`src/utd_pkg.sv`:
```
// Constants for the transmit descriptor DMA engine.
// Assumes 32-bit descriptor words in byte-addressed main memory.
package utd_pkg;
  // Register port map, byte addresses; per channel block of 32 bytes
  localparam logic [8:0] CH_STRIDE    = 9'h020;
  localparam logic [2:0] W_HEAD       = 3'h0;
  localparam logic [2:0] W_FIRST      = 3'h1;
  localparam logic [2:0] W_CURDESC    = 3'h2;
  localparam logic [2:0] W_CURBUF     = 3'h3;
  localparam logic [2:0] W_SCRATCH    = 3'h4;
  localparam logic [2:0] W_LENGTH     = 3'h5;
  localparam logic [2:0] W_COMP       = 3'h6;
  localparam logic [8:0] INT_STAT_OFS = 9'h100;
  localparam logic [8:0] INT_MASK_OFS = 9'h104;
  localparam logic [8:0] TALLY_OFS    = 9'h108;
  // Descriptor word three fields
  localparam int FIRST_BIT = 31;
  localparam int LAST_BIT  = 30;
  localparam int OWN_BIT   = 29;
  localparam int DRAIN_BIT = 28;
  localparam int ZLP_BIT   = 23;
  localparam int RXAB_BIT  = 19;
  localparam int PLEN_LSB  = 0;
  localparam int LEN_W     = 16;
  // Byte offsets inside a 16-byte descriptor
  localparam logic [31:0] CTL_OFS  = 32'h0000000c;
  localparam logic [31:0] WORD_INC = 32'h00000004;
  localparam logic [31:0] RST_WORD = 32'h00000000;
  // Engine states, Gray in declaration order from ST_IDLE to ST_DONE
  typedef enum logic [3:0] {
    ST_IDLE  = 4'h0,
    ST_DESC  = 4'h1,
    ST_PARSE = 4'h3,
    ST_FETCH = 4'h7,
    ST_SEND  = 4'h5,
    ST_BEND  = 4'h4,
    ST_WBEOQ = 4'hc,
    ST_WBOWN = 4'hd,
    ST_DONE  = 4'hf,
    ST_RXRD  = 4'h8,
    ST_RXWR  = 4'h9
  } utd_state_e;
endpackage : utd_pkg

```
`src/utd_tx_dma.sv`:
```
// Transmit descriptor DMA engine: walks descriptor queues, feeds endpoint bytes.
// Assumes a memory master port with req/ack and an endpoint byte sink with ready.
// Function
// Word three bit 31 marks a packet's first buffer.
// Bit 30 marks the last buffer; both marks give a one-buffer packet.
// Bit 29 on the first buffer: engine owns it; cleared after sending.
// Engine sets bit 28 on the last buffer when the queue drains.
// Bit 23 requests a zero-length packet; no data is fetched.
// Receive abort sets bit 19 and zeroes the buffer tally.
// Packet length bits 15:0 truncate data beyond that length.
// Software keeps packet length nonzero, not above the buffer sum.
// Packets of any buffer count are walked correctly.
// Each channel keeps six state words and a completion pointer.
// Each channel serves one queue with head and completion pointers.
// State words: head, first, current desc, current buffer, lengths.
// Software appends at the tail; engine frees packets at the head.
// Reserved bits of word three are kept on write-back.
// Word zero links descriptors; a zero link ends the queue.
// Word two: offset high half on first buffers, byte count low.
// Writing a nonzero head pointer starts the channel.
// Completion pointer written per packet; matching write drops interrupt.
//
// Our own choices: the plain strobed port and the address map.
`default_nettype none
`timescale 1ns/1ps
module utd_tx_dma #(
  parameter int NUM_CH = 4
) (
  // Clock and reset
  input  wire logic        clock,
  input  wire logic        srst,
  // Register port
  input  wire logic [8:0]  reg_addr,
  input  wire logic [31:0] reg_wdata,
  input  wire logic        reg_wr,
  input  wire logic        reg_rd,
  output logic      [31:0] reg_rdata,
  // Memory master
  output logic             mem_req,
  output logic             mem_we,
  output logic      [31:0] mem_addr,
  output logic      [31:0] mem_wdata,
  input  wire logic        mem_ack,
  input  wire logic [31:0] mem_rdata,
  // Endpoint byte stream
  output logic             ep_valid,
  output logic      [7:0]  ep_data,
  output logic             ep_last,
  output logic             ep_zlp,
  output logic      [2:0]  ep_chan,
  input  wire logic        ep_ready,
  // Receive abort event
  input  wire logic        rx_abort,
  input  wire logic [31:0] rx_first_desc,
  // Interrupt
  output logic             irq
);
  localparam int CHW = (NUM_CH > 1) ? $clog2(NUM_CH) : 1;

  utd_pkg::utd_state_e st;
  logic [31:0] head_reg [NUM_CH];
  logic [31:0] first_reg [NUM_CH];
  logic [31:0] curd_reg [NUM_CH];
  logic [31:0] curb_reg [NUM_CH];
  logic [31:0] scr_reg [NUM_CH];
  logic [31:0] len_reg [NUM_CH];
  logic [31:0] comp_reg [NUM_CH];
  logic [NUM_CH:0] int_stat_reg;
  logic [NUM_CH:0] int_mask_reg;
  logic [15:0] tally_reg;
  logic        rx_pend_reg;
  logic [31:0] rx_desc_reg;
  logic [CHW-1:0] act;
  logic [31:0] cur, link, bufp, lenw, ctl, sopp, sop_ctl, addr;
  logic [15:0] bytes, remain, actual;
  logic [1:0]  widx;
  logic        in_pkt, eoq_q;
  logic [CHW-1:0] pick;
  logic        pick_v;
  logic [CHW-1:0] wch;
  logic        ch_ok, sw_ch, done_p, rx_done;

  assign wch     = reg_addr[5 +: CHW];
  assign ch_ok   = !reg_addr[8] && (32'(reg_addr[7:5]) < NUM_CH);
  assign sw_ch   = reg_wr && ch_ok;
  assign done_p  = (st == utd_pkg::ST_DONE);
  assign rx_done = (st == utd_pkg::ST_RXWR) && mem_ack;

  // Lowest channel with a nonzero head wins
  always_comb begin
    pick   = '0;
    pick_v = 1'b0;
    for (int i = NUM_CH - 1; i >= 0; i--) begin
      if (head_reg[i] != utd_pkg::RST_WORD) begin
        pick   = CHW'(i);
        pick_v = 1'b1;
      end
    end
  end

  // Descriptor walker and per-channel state words
  always_ff @(posedge clock) begin
    if (srst) begin
      st <= utd_pkg::ST_IDLE;
      for (int i = 0; i < NUM_CH; i++) begin
        head_reg[i]  <= utd_pkg::RST_WORD;
        first_reg[i] <= utd_pkg::RST_WORD;
        curd_reg[i]  <= utd_pkg::RST_WORD;
        curb_reg[i]  <= utd_pkg::RST_WORD;
        scr_reg[i]   <= utd_pkg::RST_WORD;
        len_reg[i]   <= utd_pkg::RST_WORD;
        comp_reg[i]  <= utd_pkg::RST_WORD;
      end
      {mem_req, mem_we, ep_valid, ep_last, ep_zlp, in_pkt, eoq_q} <= '0;
      {mem_addr, mem_wdata, cur, link, bufp, lenw, ctl} <= '0;
      {sopp, sop_ctl, addr} <= '0;
      {bytes, remain, actual} <= '0;
      ep_data <= '0;
      ep_chan <= '0;
      widx    <= '0;
      act     <= '0;
    end else begin
      // Software access to the state words
      if (sw_ch) begin
        case (reg_addr[4:2])
          utd_pkg::W_HEAD:    head_reg[wch]  <= reg_wdata;
          utd_pkg::W_FIRST:   first_reg[wch] <= reg_wdata;
          utd_pkg::W_CURDESC: curd_reg[wch]  <= reg_wdata;
          utd_pkg::W_CURBUF:  curb_reg[wch]  <= reg_wdata;
          utd_pkg::W_SCRATCH: scr_reg[wch]   <= reg_wdata;
          utd_pkg::W_LENGTH:  len_reg[wch]   <= reg_wdata;
          utd_pkg::W_COMP:    ; // Write only acknowledges; engine value kept
          default: ;
        endcase
      end
      // Live state mirrored into the active channel's words
      if (st != utd_pkg::ST_IDLE && st != utd_pkg::ST_RXRD && st != utd_pkg::ST_RXWR) begin
        first_reg[act] <= sopp;
        curd_reg[act]  <= cur;
        curb_reg[act]  <= addr;
        scr_reg[act]   <= {16'h0000, bytes};
        len_reg[act]   <= {remain, actual};
      end
      case (st)
        utd_pkg::ST_IDLE: begin
          if (rx_pend_reg) begin
            mem_addr <= rx_desc_reg + utd_pkg::CTL_OFS;
            mem_we   <= 1'b0;
            mem_req  <= 1'b1;
            st       <= utd_pkg::ST_RXRD;
          end else if (pick_v) begin
            act      <= pick;
            ep_chan  <= 3'(pick);
            cur      <= head_reg[pick];
            mem_addr <= head_reg[pick];
            mem_we   <= 1'b0;
            mem_req  <= 1'b1;
            widx     <= '0;
            in_pkt   <= 1'b0;
            st       <= utd_pkg::ST_DESC;
          end
        end
        utd_pkg::ST_DESC: begin
          if (mem_ack) begin
            case (widx)
              2'd0: link <= mem_rdata;
              2'd1: bufp <= mem_rdata;
              2'd2: lenw <= mem_rdata;
              default: ctl <= mem_rdata;
            endcase
            widx     <= widx + 2'd1;
            mem_addr <= mem_addr + utd_pkg::WORD_INC;
            if (widx == 2'd3) begin
              mem_req <= 1'b0;
              st      <= utd_pkg::ST_PARSE;
            end
          end
        end
        utd_pkg::ST_PARSE: begin
          if (!in_pkt && !(ctl[utd_pkg::FIRST_BIT] && ctl[utd_pkg::OWN_BIT])) begin
            head_reg[act] <= utd_pkg::RST_WORD; // Not owned: stop
            st            <= utd_pkg::ST_IDLE;
          end else if (!in_pkt) begin
            // First buffer: offset applies, length loads
            in_pkt  <= 1'b1;
            sopp    <= cur;
            sop_ctl <= ctl;
            actual  <= '0;
            addr    <= bufp + {16'h0000, lenw[31:16]};
            if (ctl[utd_pkg::ZLP_BIT]) begin
              ep_valid <= 1'b1; // No fetch for a zero-length packet
              ep_zlp   <= 1'b1;
              ep_last  <= 1'b1;
              remain   <= '0;
              bytes    <= '0;
              st       <= utd_pkg::ST_SEND;
            end else begin
              remain   <= ctl[utd_pkg::PLEN_LSB +: utd_pkg::LEN_W];
              bytes    <= lenw[15:0];
              mem_addr <= {bufp[31:2] + 30'(lenw[31:18]) + 30'(lenw[17:16] > 2'(~bufp[1:0])), 2'b00};
              st       <= utd_pkg::ST_BEND;
            end
          end else begin
            addr  <= bufp; // Middle or last buffer
            bytes <= lenw[15:0];
            st    <= utd_pkg::ST_BEND;
          end
        end
        utd_pkg::ST_BEND: begin
          if (bytes != '0 && remain != '0 && !ep_zlp) begin
            mem_addr <= {addr[31:2], 2'b00};
            mem_we   <= 1'b0;
            mem_req  <= 1'b1;
            st       <= utd_pkg::ST_FETCH;
          end else if (ctl[utd_pkg::LAST_BIT]) begin
            ep_zlp <= 1'b0;
            eoq_q  <= (link == utd_pkg::RST_WORD);
            mem_we <= 1'b1;
            mem_req <= 1'b1;
            if (link == utd_pkg::RST_WORD && cur != sopp) begin
              mem_addr  <= cur + utd_pkg::CTL_OFS;
              mem_wdata <= ctl | (32'h1 << utd_pkg::DRAIN_BIT);
              st        <= utd_pkg::ST_WBEOQ;
            end else begin
              mem_addr  <= sopp + utd_pkg::CTL_OFS;
              mem_wdata <= (sop_ctl & ~(32'h1 << utd_pkg::OWN_BIT))
                         | ((link == utd_pkg::RST_WORD) ? (32'h1 << utd_pkg::DRAIN_BIT) : '0);
              st        <= utd_pkg::ST_WBOWN;
            end
          end else if (link == utd_pkg::RST_WORD) begin
            head_reg[act] <= utd_pkg::RST_WORD; // Broken chain ends
            st            <= utd_pkg::ST_IDLE;
          end else begin
            cur      <= link;
            mem_addr <= link;
            mem_req  <= 1'b1;
            widx     <= '0;
            st       <= utd_pkg::ST_DESC;
          end
        end
        utd_pkg::ST_FETCH: begin
          if (mem_ack) begin
            mem_req  <= 1'b0;
            ep_data  <= mem_rdata[{addr[1:0], 3'b000} +: 8];
            ep_valid <= 1'b1;
            ep_last  <= (remain == 16'h1) || (ctl[utd_pkg::LAST_BIT] && bytes == 16'h1);
            st       <= utd_pkg::ST_SEND;
          end
        end
        utd_pkg::ST_SEND: begin
          if (ep_ready) begin
            ep_valid <= 1'b0;
            ep_last  <= 1'b0;
            if (!ep_zlp) begin
              addr   <= addr + 32'h1;
              bytes  <= bytes - 16'h1;
              remain <= remain - 16'h1;
              actual <= actual + 16'h1;
            end
            st <= utd_pkg::ST_BEND;
          end
        end
        utd_pkg::ST_WBEOQ: begin
          if (mem_ack) begin
            mem_addr  <= sopp + utd_pkg::CTL_OFS;
            mem_wdata <= sop_ctl & ~(32'h1 << utd_pkg::OWN_BIT);
            st        <= utd_pkg::ST_WBOWN;
          end
        end
        utd_pkg::ST_WBOWN: begin
          if (mem_ack) begin
            mem_req       <= 1'b0;
            mem_we        <= 1'b0;
            head_reg[act] <= link; // Free packet from the head
            st            <= utd_pkg::ST_DONE;
          end
        end
        utd_pkg::ST_DONE: begin
          comp_reg[act] <= cur;
          in_pkt        <= 1'b0;
          eoq_q         <= 1'b0;
          if (link != utd_pkg::RST_WORD) begin
            cur      <= link;
            mem_addr <= link;
            mem_req  <= 1'b1;
            widx     <= '0;
            st       <= utd_pkg::ST_DESC;
          end else begin
            st <= utd_pkg::ST_IDLE;
          end
        end
        utd_pkg::ST_RXRD: begin
          if (mem_ack) begin
            mem_wdata <= mem_rdata | (32'h1 << utd_pkg::RXAB_BIT);
            mem_we    <= 1'b1;
            st        <= utd_pkg::ST_RXWR;
          end
        end
        utd_pkg::ST_RXWR: begin
          if (mem_ack) begin
            mem_req <= 1'b0;
            mem_we  <= 1'b0;
            st      <= utd_pkg::ST_IDLE;
          end
        end
        default: st <= utd_pkg::ST_IDLE;
      endcase
    end
  end

  // Receive abort latch and buffer tally
  always_ff @(posedge clock) begin
    if (srst) begin
      tally_reg   <= '0;
      rx_pend_reg <= 1'b0;
      rx_desc_reg <= '0;
    end else begin
      if (rx_done) begin
        tally_reg <= '0;
      end else if (reg_wr && reg_addr == utd_pkg::TALLY_OFS) begin
        tally_reg <= tally_reg + reg_wdata[15:0];
      end
      if (rx_abort && tally_reg != '0 && !rx_pend_reg) begin
        rx_pend_reg <= 1'b1;
        rx_desc_reg <= rx_first_desc;
      end else if (rx_done) begin
        rx_pend_reg <= 1'b0;
      end
    end
  end

  // Sticky interrupt status; set beats clear
  always_ff @(posedge clock) begin
    if (srst) begin
      int_stat_reg <= '0;
      int_mask_reg <= '0;
      irq          <= 1'b0;
    end else begin
      for (int i = 0; i < NUM_CH; i++) begin
        if (done_p && act == CHW'(i)) begin
          int_stat_reg[i] <= 1'b1;
        end else if (sw_ch && wch == CHW'(i) && reg_addr[4:2] == utd_pkg::W_COMP
                     && reg_wdata == comp_reg[i]) begin
          int_stat_reg[i] <= 1'b0;
        end
      end
      if (rx_done) begin
        int_stat_reg[NUM_CH] <= 1'b1;
      end else if (reg_wr && reg_addr == utd_pkg::INT_STAT_OFS && reg_wdata[NUM_CH]) begin
        int_stat_reg[NUM_CH] <= 1'b0;
      end
      if (reg_wr && reg_addr == utd_pkg::INT_MASK_OFS) begin
        int_mask_reg <= reg_wdata[NUM_CH:0];
      end
      irq <= |(int_stat_reg & int_mask_reg);
    end
  end

  // Read data, one cycle after the strobe
  always_ff @(posedge clock) begin
    if (srst) begin
      reg_rdata <= '0;
    end else if (reg_rd) begin
      reg_rdata <= '0;
      if (ch_ok) begin
        case (reg_addr[4:2])
          utd_pkg::W_HEAD:    reg_rdata <= head_reg[wch];
          utd_pkg::W_FIRST:   reg_rdata <= first_reg[wch];
          utd_pkg::W_CURDESC: reg_rdata <= curd_reg[wch];
          utd_pkg::W_CURBUF:  reg_rdata <= curb_reg[wch];
          utd_pkg::W_SCRATCH: reg_rdata <= scr_reg[wch];
          utd_pkg::W_LENGTH:  reg_rdata <= len_reg[wch];
          utd_pkg::W_COMP:    reg_rdata <= comp_reg[wch];
          default: ;
        endcase
      end else if (reg_addr == utd_pkg::INT_STAT_OFS) begin
        reg_rdata <= 32'(int_stat_reg);
      end else if (reg_addr == utd_pkg::INT_MASK_OFS) begin
        reg_rdata <= 32'(int_mask_reg);
      end else if (reg_addr == utd_pkg::TALLY_OFS) begin
        reg_rdata <= {16'h0000, tally_reg};
      end
    end
  end
endmodule : utd_tx_dma
`default_nettype wire

```
`config.mk`:
```
export PLATFORM = sky130hd
export DESIGN_NAME = utd_tx_dma
export DESIGN_NICKNAME = d
export VERILOG_FILES = /design/src/utd_pkg.sv /design/src/utd_tx_dma.sv
export SDC_FILE = /design/constraint.sdc
export NUM_CORES = 2
export LEC_CHECK = 0
export BUFFER_PORTS_ARGS = -buffer_cell sky130_fd_sc_hd__buf_2
export CORE_AREA = 2 2 311 544
export CTS_CLUSTER_DIAMETER = 30
export DETAILED_ROUTE_END_ITERATION = 7
export DIE_AREA = 0 0 313 546
export GPL_TIMING_DRIVEN = 0
export SLEW_MARGIN = 20
export SYNTH_ARGS = -nofsm -noshare
export SYNTH_HDL_FRONTEND = slang
export SYNTH_SLANG_ARGS = --single-unit
export TNS_END_PERCENT = 50
```
`constraint.sdc`:
```
create_clock -name clock -period 6.15 [get_ports clock]
set_input_delay 0.615 -clock clock [delete_from_list [all_inputs] [get_ports clock]]
set_output_delay 0.615 -clock clock [all_outputs]
set_load 0.02 [all_outputs]
```
==> flow_summary.toml, run 1 <==
[run_status]
status = "aborted with a tool error"
haltStage = "global routing"
error = "[ERROR GRT-0116] Global routing finished with congestion. Check the congestion regions in the DRC Viewer."

[yosys]
synth_cells = 7057
ys_ff_latch = 1377
synth_enable_flop_cells = 832
ys.flop_type = "edfxtp_1"
ys_seq_area_share_pct = 49.2
yosys_warnings = 0
synthTopCellsByCount = "nand2_1 (904), edfxtp_1 (832), clkbuf_1 (558)"
synth.area.top_cells = "edfxtp_1 (34%), dfxtp_1 (15%), mux4_2 (7.9%)"
synth.distinct_cells = 93
syn_area_um2 = 72900
synth.most_common_cell = "nand2_1"
synth-async-reset-ratio_pct = 0
synth_top_area_share_pct = 34.3
avgSynthCellArea_um2 = 10.3
synth_nets = 7221
yosysTopAreaCell = "edfxtp_1"

[placed_design]
dp_slack_ns = 0.164
hpwl_um = 348000
routabilityCongestion = 1.10
numPortBuffers = 203

[clock_network]
clock_path_buffers = 4
cts_buffers = 230
h-tree-depth = 4
cts-root-buf = "clkbuf_16"
cts_sinks = 1377
cts_setup_buffers = 0

[floorplan]
row_count = 199
num_io_pins = 225
die_x_um = 313
start_util_pct = 43.6
die_h_um = 546

[grt]
gr-total-overflow = 57
grt_pass1_wl_um = 660000
grt_pass1_vias = 73700
gr-usage-all-layers_pct = 56.2
grt_max_degree = 24
-- layer usage --
layer	overflow	track usage [%]
met1	0	54.3
met2	31	82.6
met3	0	27.2
met4	25	61.4
met5	1	7.02
-- logic make-up after synthesis --
family | share of synthesized area, %
xor+xnor | 4.11
compound gates | 18.1
other cells | 0.00514
mux | 9.75
flops | 49.2
simple gates | 13.4
fa+ha+maj | 0.933
buf+inv | 4.44
-- metrics by stage --
stage / hold WS [ns] / instance area [µm²] / util (%) / std cells / setup TNS (ns)
floorplan: 0.432 / 72900 / - / 7057 / 0
global placement: 0.443 / 76700 / 45.9 / 9471 / -1555.19
detailed placement: 0.446 / 78300 / 46.9 / 9527 / 0
CTS: 0.00228 / 86300 / 51.7 / 9970 / 0
-- what timing repair did --
action                     CTS
gates resized for setup      0
setup endpoints to repair    0
hold buffers                21
hold endpoints to repair    21
==> run 2: changes to the inputs <==
--- a/config.mk
+++ b/config.mk
@@ -6,11 +6,11 @@
 export NUM_CORES = 2
 export LEC_CHECK = 0
 export BUFFER_PORTS_ARGS = -buffer_cell sky130_fd_sc_hd__buf_2
-export CORE_AREA = 2 2 311 544
-export CTS_CLUSTER_DIAMETER = 30
+export CORE_AREA = 2 2 505 507
 export DETAILED_ROUTE_END_ITERATION = 7
-export DIE_AREA = 0 0 313 546
+export DIE_AREA = 0 0 507 509
 export GPL_TIMING_DRIVEN = 0
+export PLACE_DENSITY_LB_ADDON = 0.15
 export SLEW_MARGIN = 20
 export SYNTH_ARGS = -nofsm -noshare
 export SYNTH_HDL_FRONTEND = slang
==> run 2 against run 1 <==
Against the previous run:
- the flow now finishes without violations
- synthesized area is the same
- synthesized cell count is the same
==> flow_summary.toml, run 2 <==
[cells_and_area]
final_common_cell = "nand2_1"
drive_gt1_share_pct = 14.2
final_cell_mix = "nand2_1 (898), edfxtp_1 (832), dfxtp_1 (545)"
fin_nets = 7678
final_util_pct = 34.1
syn2layout_area_growth_pct = 18.0
fin_area_um2 = 86100

[drt]
detail_route.wirelength.met1_um = 175000
wl_met2_um = 189000
avgViaCountPerCell = 6.18
wl_met3_um = 50700
avgRoutedWirePerCell_um = 40.9
ant_nets = 0
top_layer_used = "met5"
totalWireLength_um = 452000
firstDrtPassIters = 7
drt_iter0_drc = 10400
vias = 68300
drc = 0

[timing]
worst_slew_pin_slew_ns = 1.37
setup_viol = 0
setup_slack_ns = 0.261
relSlewSlack_pct = 8.38
fin_skew_ns = 0.0675
slew_violations = 0
rsz0062_at_grt = "false"
tns_ns = 0
min_period_ns = 5.89
max_freq_mhz = 170
hold_viol = 0
min_period_over_period_pct = 95.8

[yosys]
synth_fa_ha_area_share_pct = 0.933
synth-simple-area-share_pct = 13.4
synth_top_area_share_pct = 34.3
synthTopCellsByCount = "nand2_1 (904), edfxtp_1 (832), clkbuf_1 (558)"
synthMuxAreaShare_pct = 9.75
synth.most_common_cell = "nand2_1"
synth_top_family_by_area = "compound AO/OA/AOI/OAI gates"
ys.flop_type = "edfxtp_1"
synth-async-reset-ratio_pct = 0
synth.area.top_cells = "edfxtp_1 (34%), dfxtp_1 (15%), mux4_2 (7.9%)"
syn_area_um2 = 72900
synth.distinct_cells = 93
yosys_warnings = 0
synth_nets = 7221
yosysTopAreaCell = "edfxtp_1"
ys_seq_area_share_pct = 49.2
ys_ff_latch = 1377
synth-compound-area-share_pct = 18.1
synthXorXnorAreaFrac_pct = 4.11
synth_cells = 7057
synth_enable_flop_cells = 832
avgSynthCellArea_um2 = 10.3

[grt]
grt_pass1_vias = 63400
grt_pass1_wl_um = 591000
gr-usage-all-layers_pct = 34.0
antenna_found_initial = 27
gr-total-overflow = 0
grt_max_degree = 33

[setup_path]
worstPathRequired_ns = 6.55
critPathCaptureType = "register"
worst_setup_path_start_kind = "primary input"
crit_fanout = 16
worstPathArrival_ns = 6.29
critical_path_class = "in -> reg"

[power]
powerDensity_nw_per_um2 = 299
switchingPower_mw = 8.38
share_comb_of_total_power_pct = 17.7
internal-power_mw = 17.4
seqPwrFrac_pct = 41.6
p_clk_share_pct = 40.8
p_leak_nw = 30.0
peakVddDrop_mv = 0.299
power_mw = 25.8
switching_share_pct = 32.5

[floorplan]
die_h_um = 509
die_area_um2 = 258000
coreArea_um2 = 253000
start_util_pct = 28.8
die_x_um = 507
num_io_pins = 225
row_count = 185

[clock_network]
cts_sinks = 1377
h-tree-depth = 4
clk_latency_ns = 0.87
cts_resized = 0
cts-root-buf = "clkbuf_16"
cts_setup_buffers = 0
clock_path_buffers = 3
cts_buffers = 167
path_clk_slew_ns = 0.06
cts_tree = "done"

[flow_run]
drv_cap = 0

[placed_design]
numPortBuffers = 203
place_area_um2 = 80100
routabilityCongestion = 1.04
dp_slack_ns = -0.0746
hpwl_um = 349000

[min_path]
hp-class = "in -> reg"

[run_status]
status = "completed"
## run 2: layer usage
| layer | vias to the layer above | global-route usage (%) |
|---|---|---|
| met5 | - | 0.648 |
| met4 | 13 | 23.2 |
| met2 | 4753 | 49.5 |
| met1 | 35000 | 43.0 |
| met3 | 1058 | 10.2 |
| li1 | 27500 | - |
## run 2: power by group through the flow
stage	clock network [mW]	logic, mW	registers (mW)
after floorplan	0	1.91	10.8
after global placement	0	4.12	10.9
after detailed placement	0	4.33	10.9
after CTS	10.5	4.36	10.7
after global routing	10.8	4.52	10.7
final	10.5	4.55	10.7
## run 2: through the flow
step | instances | hold slack (ns)
after floorplan | 7057 | 0.432
after global placement | 10600 | 0.441
after detailed placement | 10700 | 0.443
after CTS | 11000 | 0.00207
after global routing | 11000 | 0.0322
final | 11000 | 0.0223
## run 2: area by class of cell
class                      count  area [µm²]
fill                       25800      167000
clock inverter                62         853
multi-input combinational   4866       34100
tap                         3366        4210
timing repair buffer         288        2810
buffer                       748        3110
clock buffer                 245        4810
antenna                       30        75.1
sequential                  1377       35900
inverter                      66         248
## run 2: final timing paths
| check | startpoint | end | slack (ns) | cells after the start |
|---|---|---|---|---|
| setup / recovery | srst | scr_reg[2][12] | 0.26 | 10 |
| hold / removal | rx_first_desc[11] | rx_desc_reg[11] | 0.02 | 3 |
| setup reg to reg | ep_chan[1] | scr_reg[2][12] | 0.30 | 9 |
| hold reg to reg | ep_data[0] | ep_data[0] | 0.45 | 2 |
## run 2: cell families (layout without fill, tap and decap cells)
kind of cell / after synthesis / after routing
simple gates: 2154 / 2154
other cells: 1 / 31
fa+ha+maj: 52 / 52
compound gates: 1929 / 1929
flops: 1377 / 1377
xor+xnor: 342 / 342
mux: 388 / 388
buf+inv: 814 / 1409
## run 2: worst max-delay path, cell delays in order
cell      delay [ns]
buf_2           0.17
clkinv_1        1.00
nand2_1         0.91
nor2_1          0.14
clkbuf_1        0.50
nor2_1          1.08
o21a_1          0.23
clkbuf_1        0.41
clkbuf_1        0.57
inv_1           0.62
## run 2: timing repair
action | 4_1_cts | 5_1_grt
hold buffers | 24 | 0
endpoints found under the hold margin | 24 | 0
endpoints found under the setup margin | 0 | 0
Note: power is estimated with default switching activity, not from simulation.
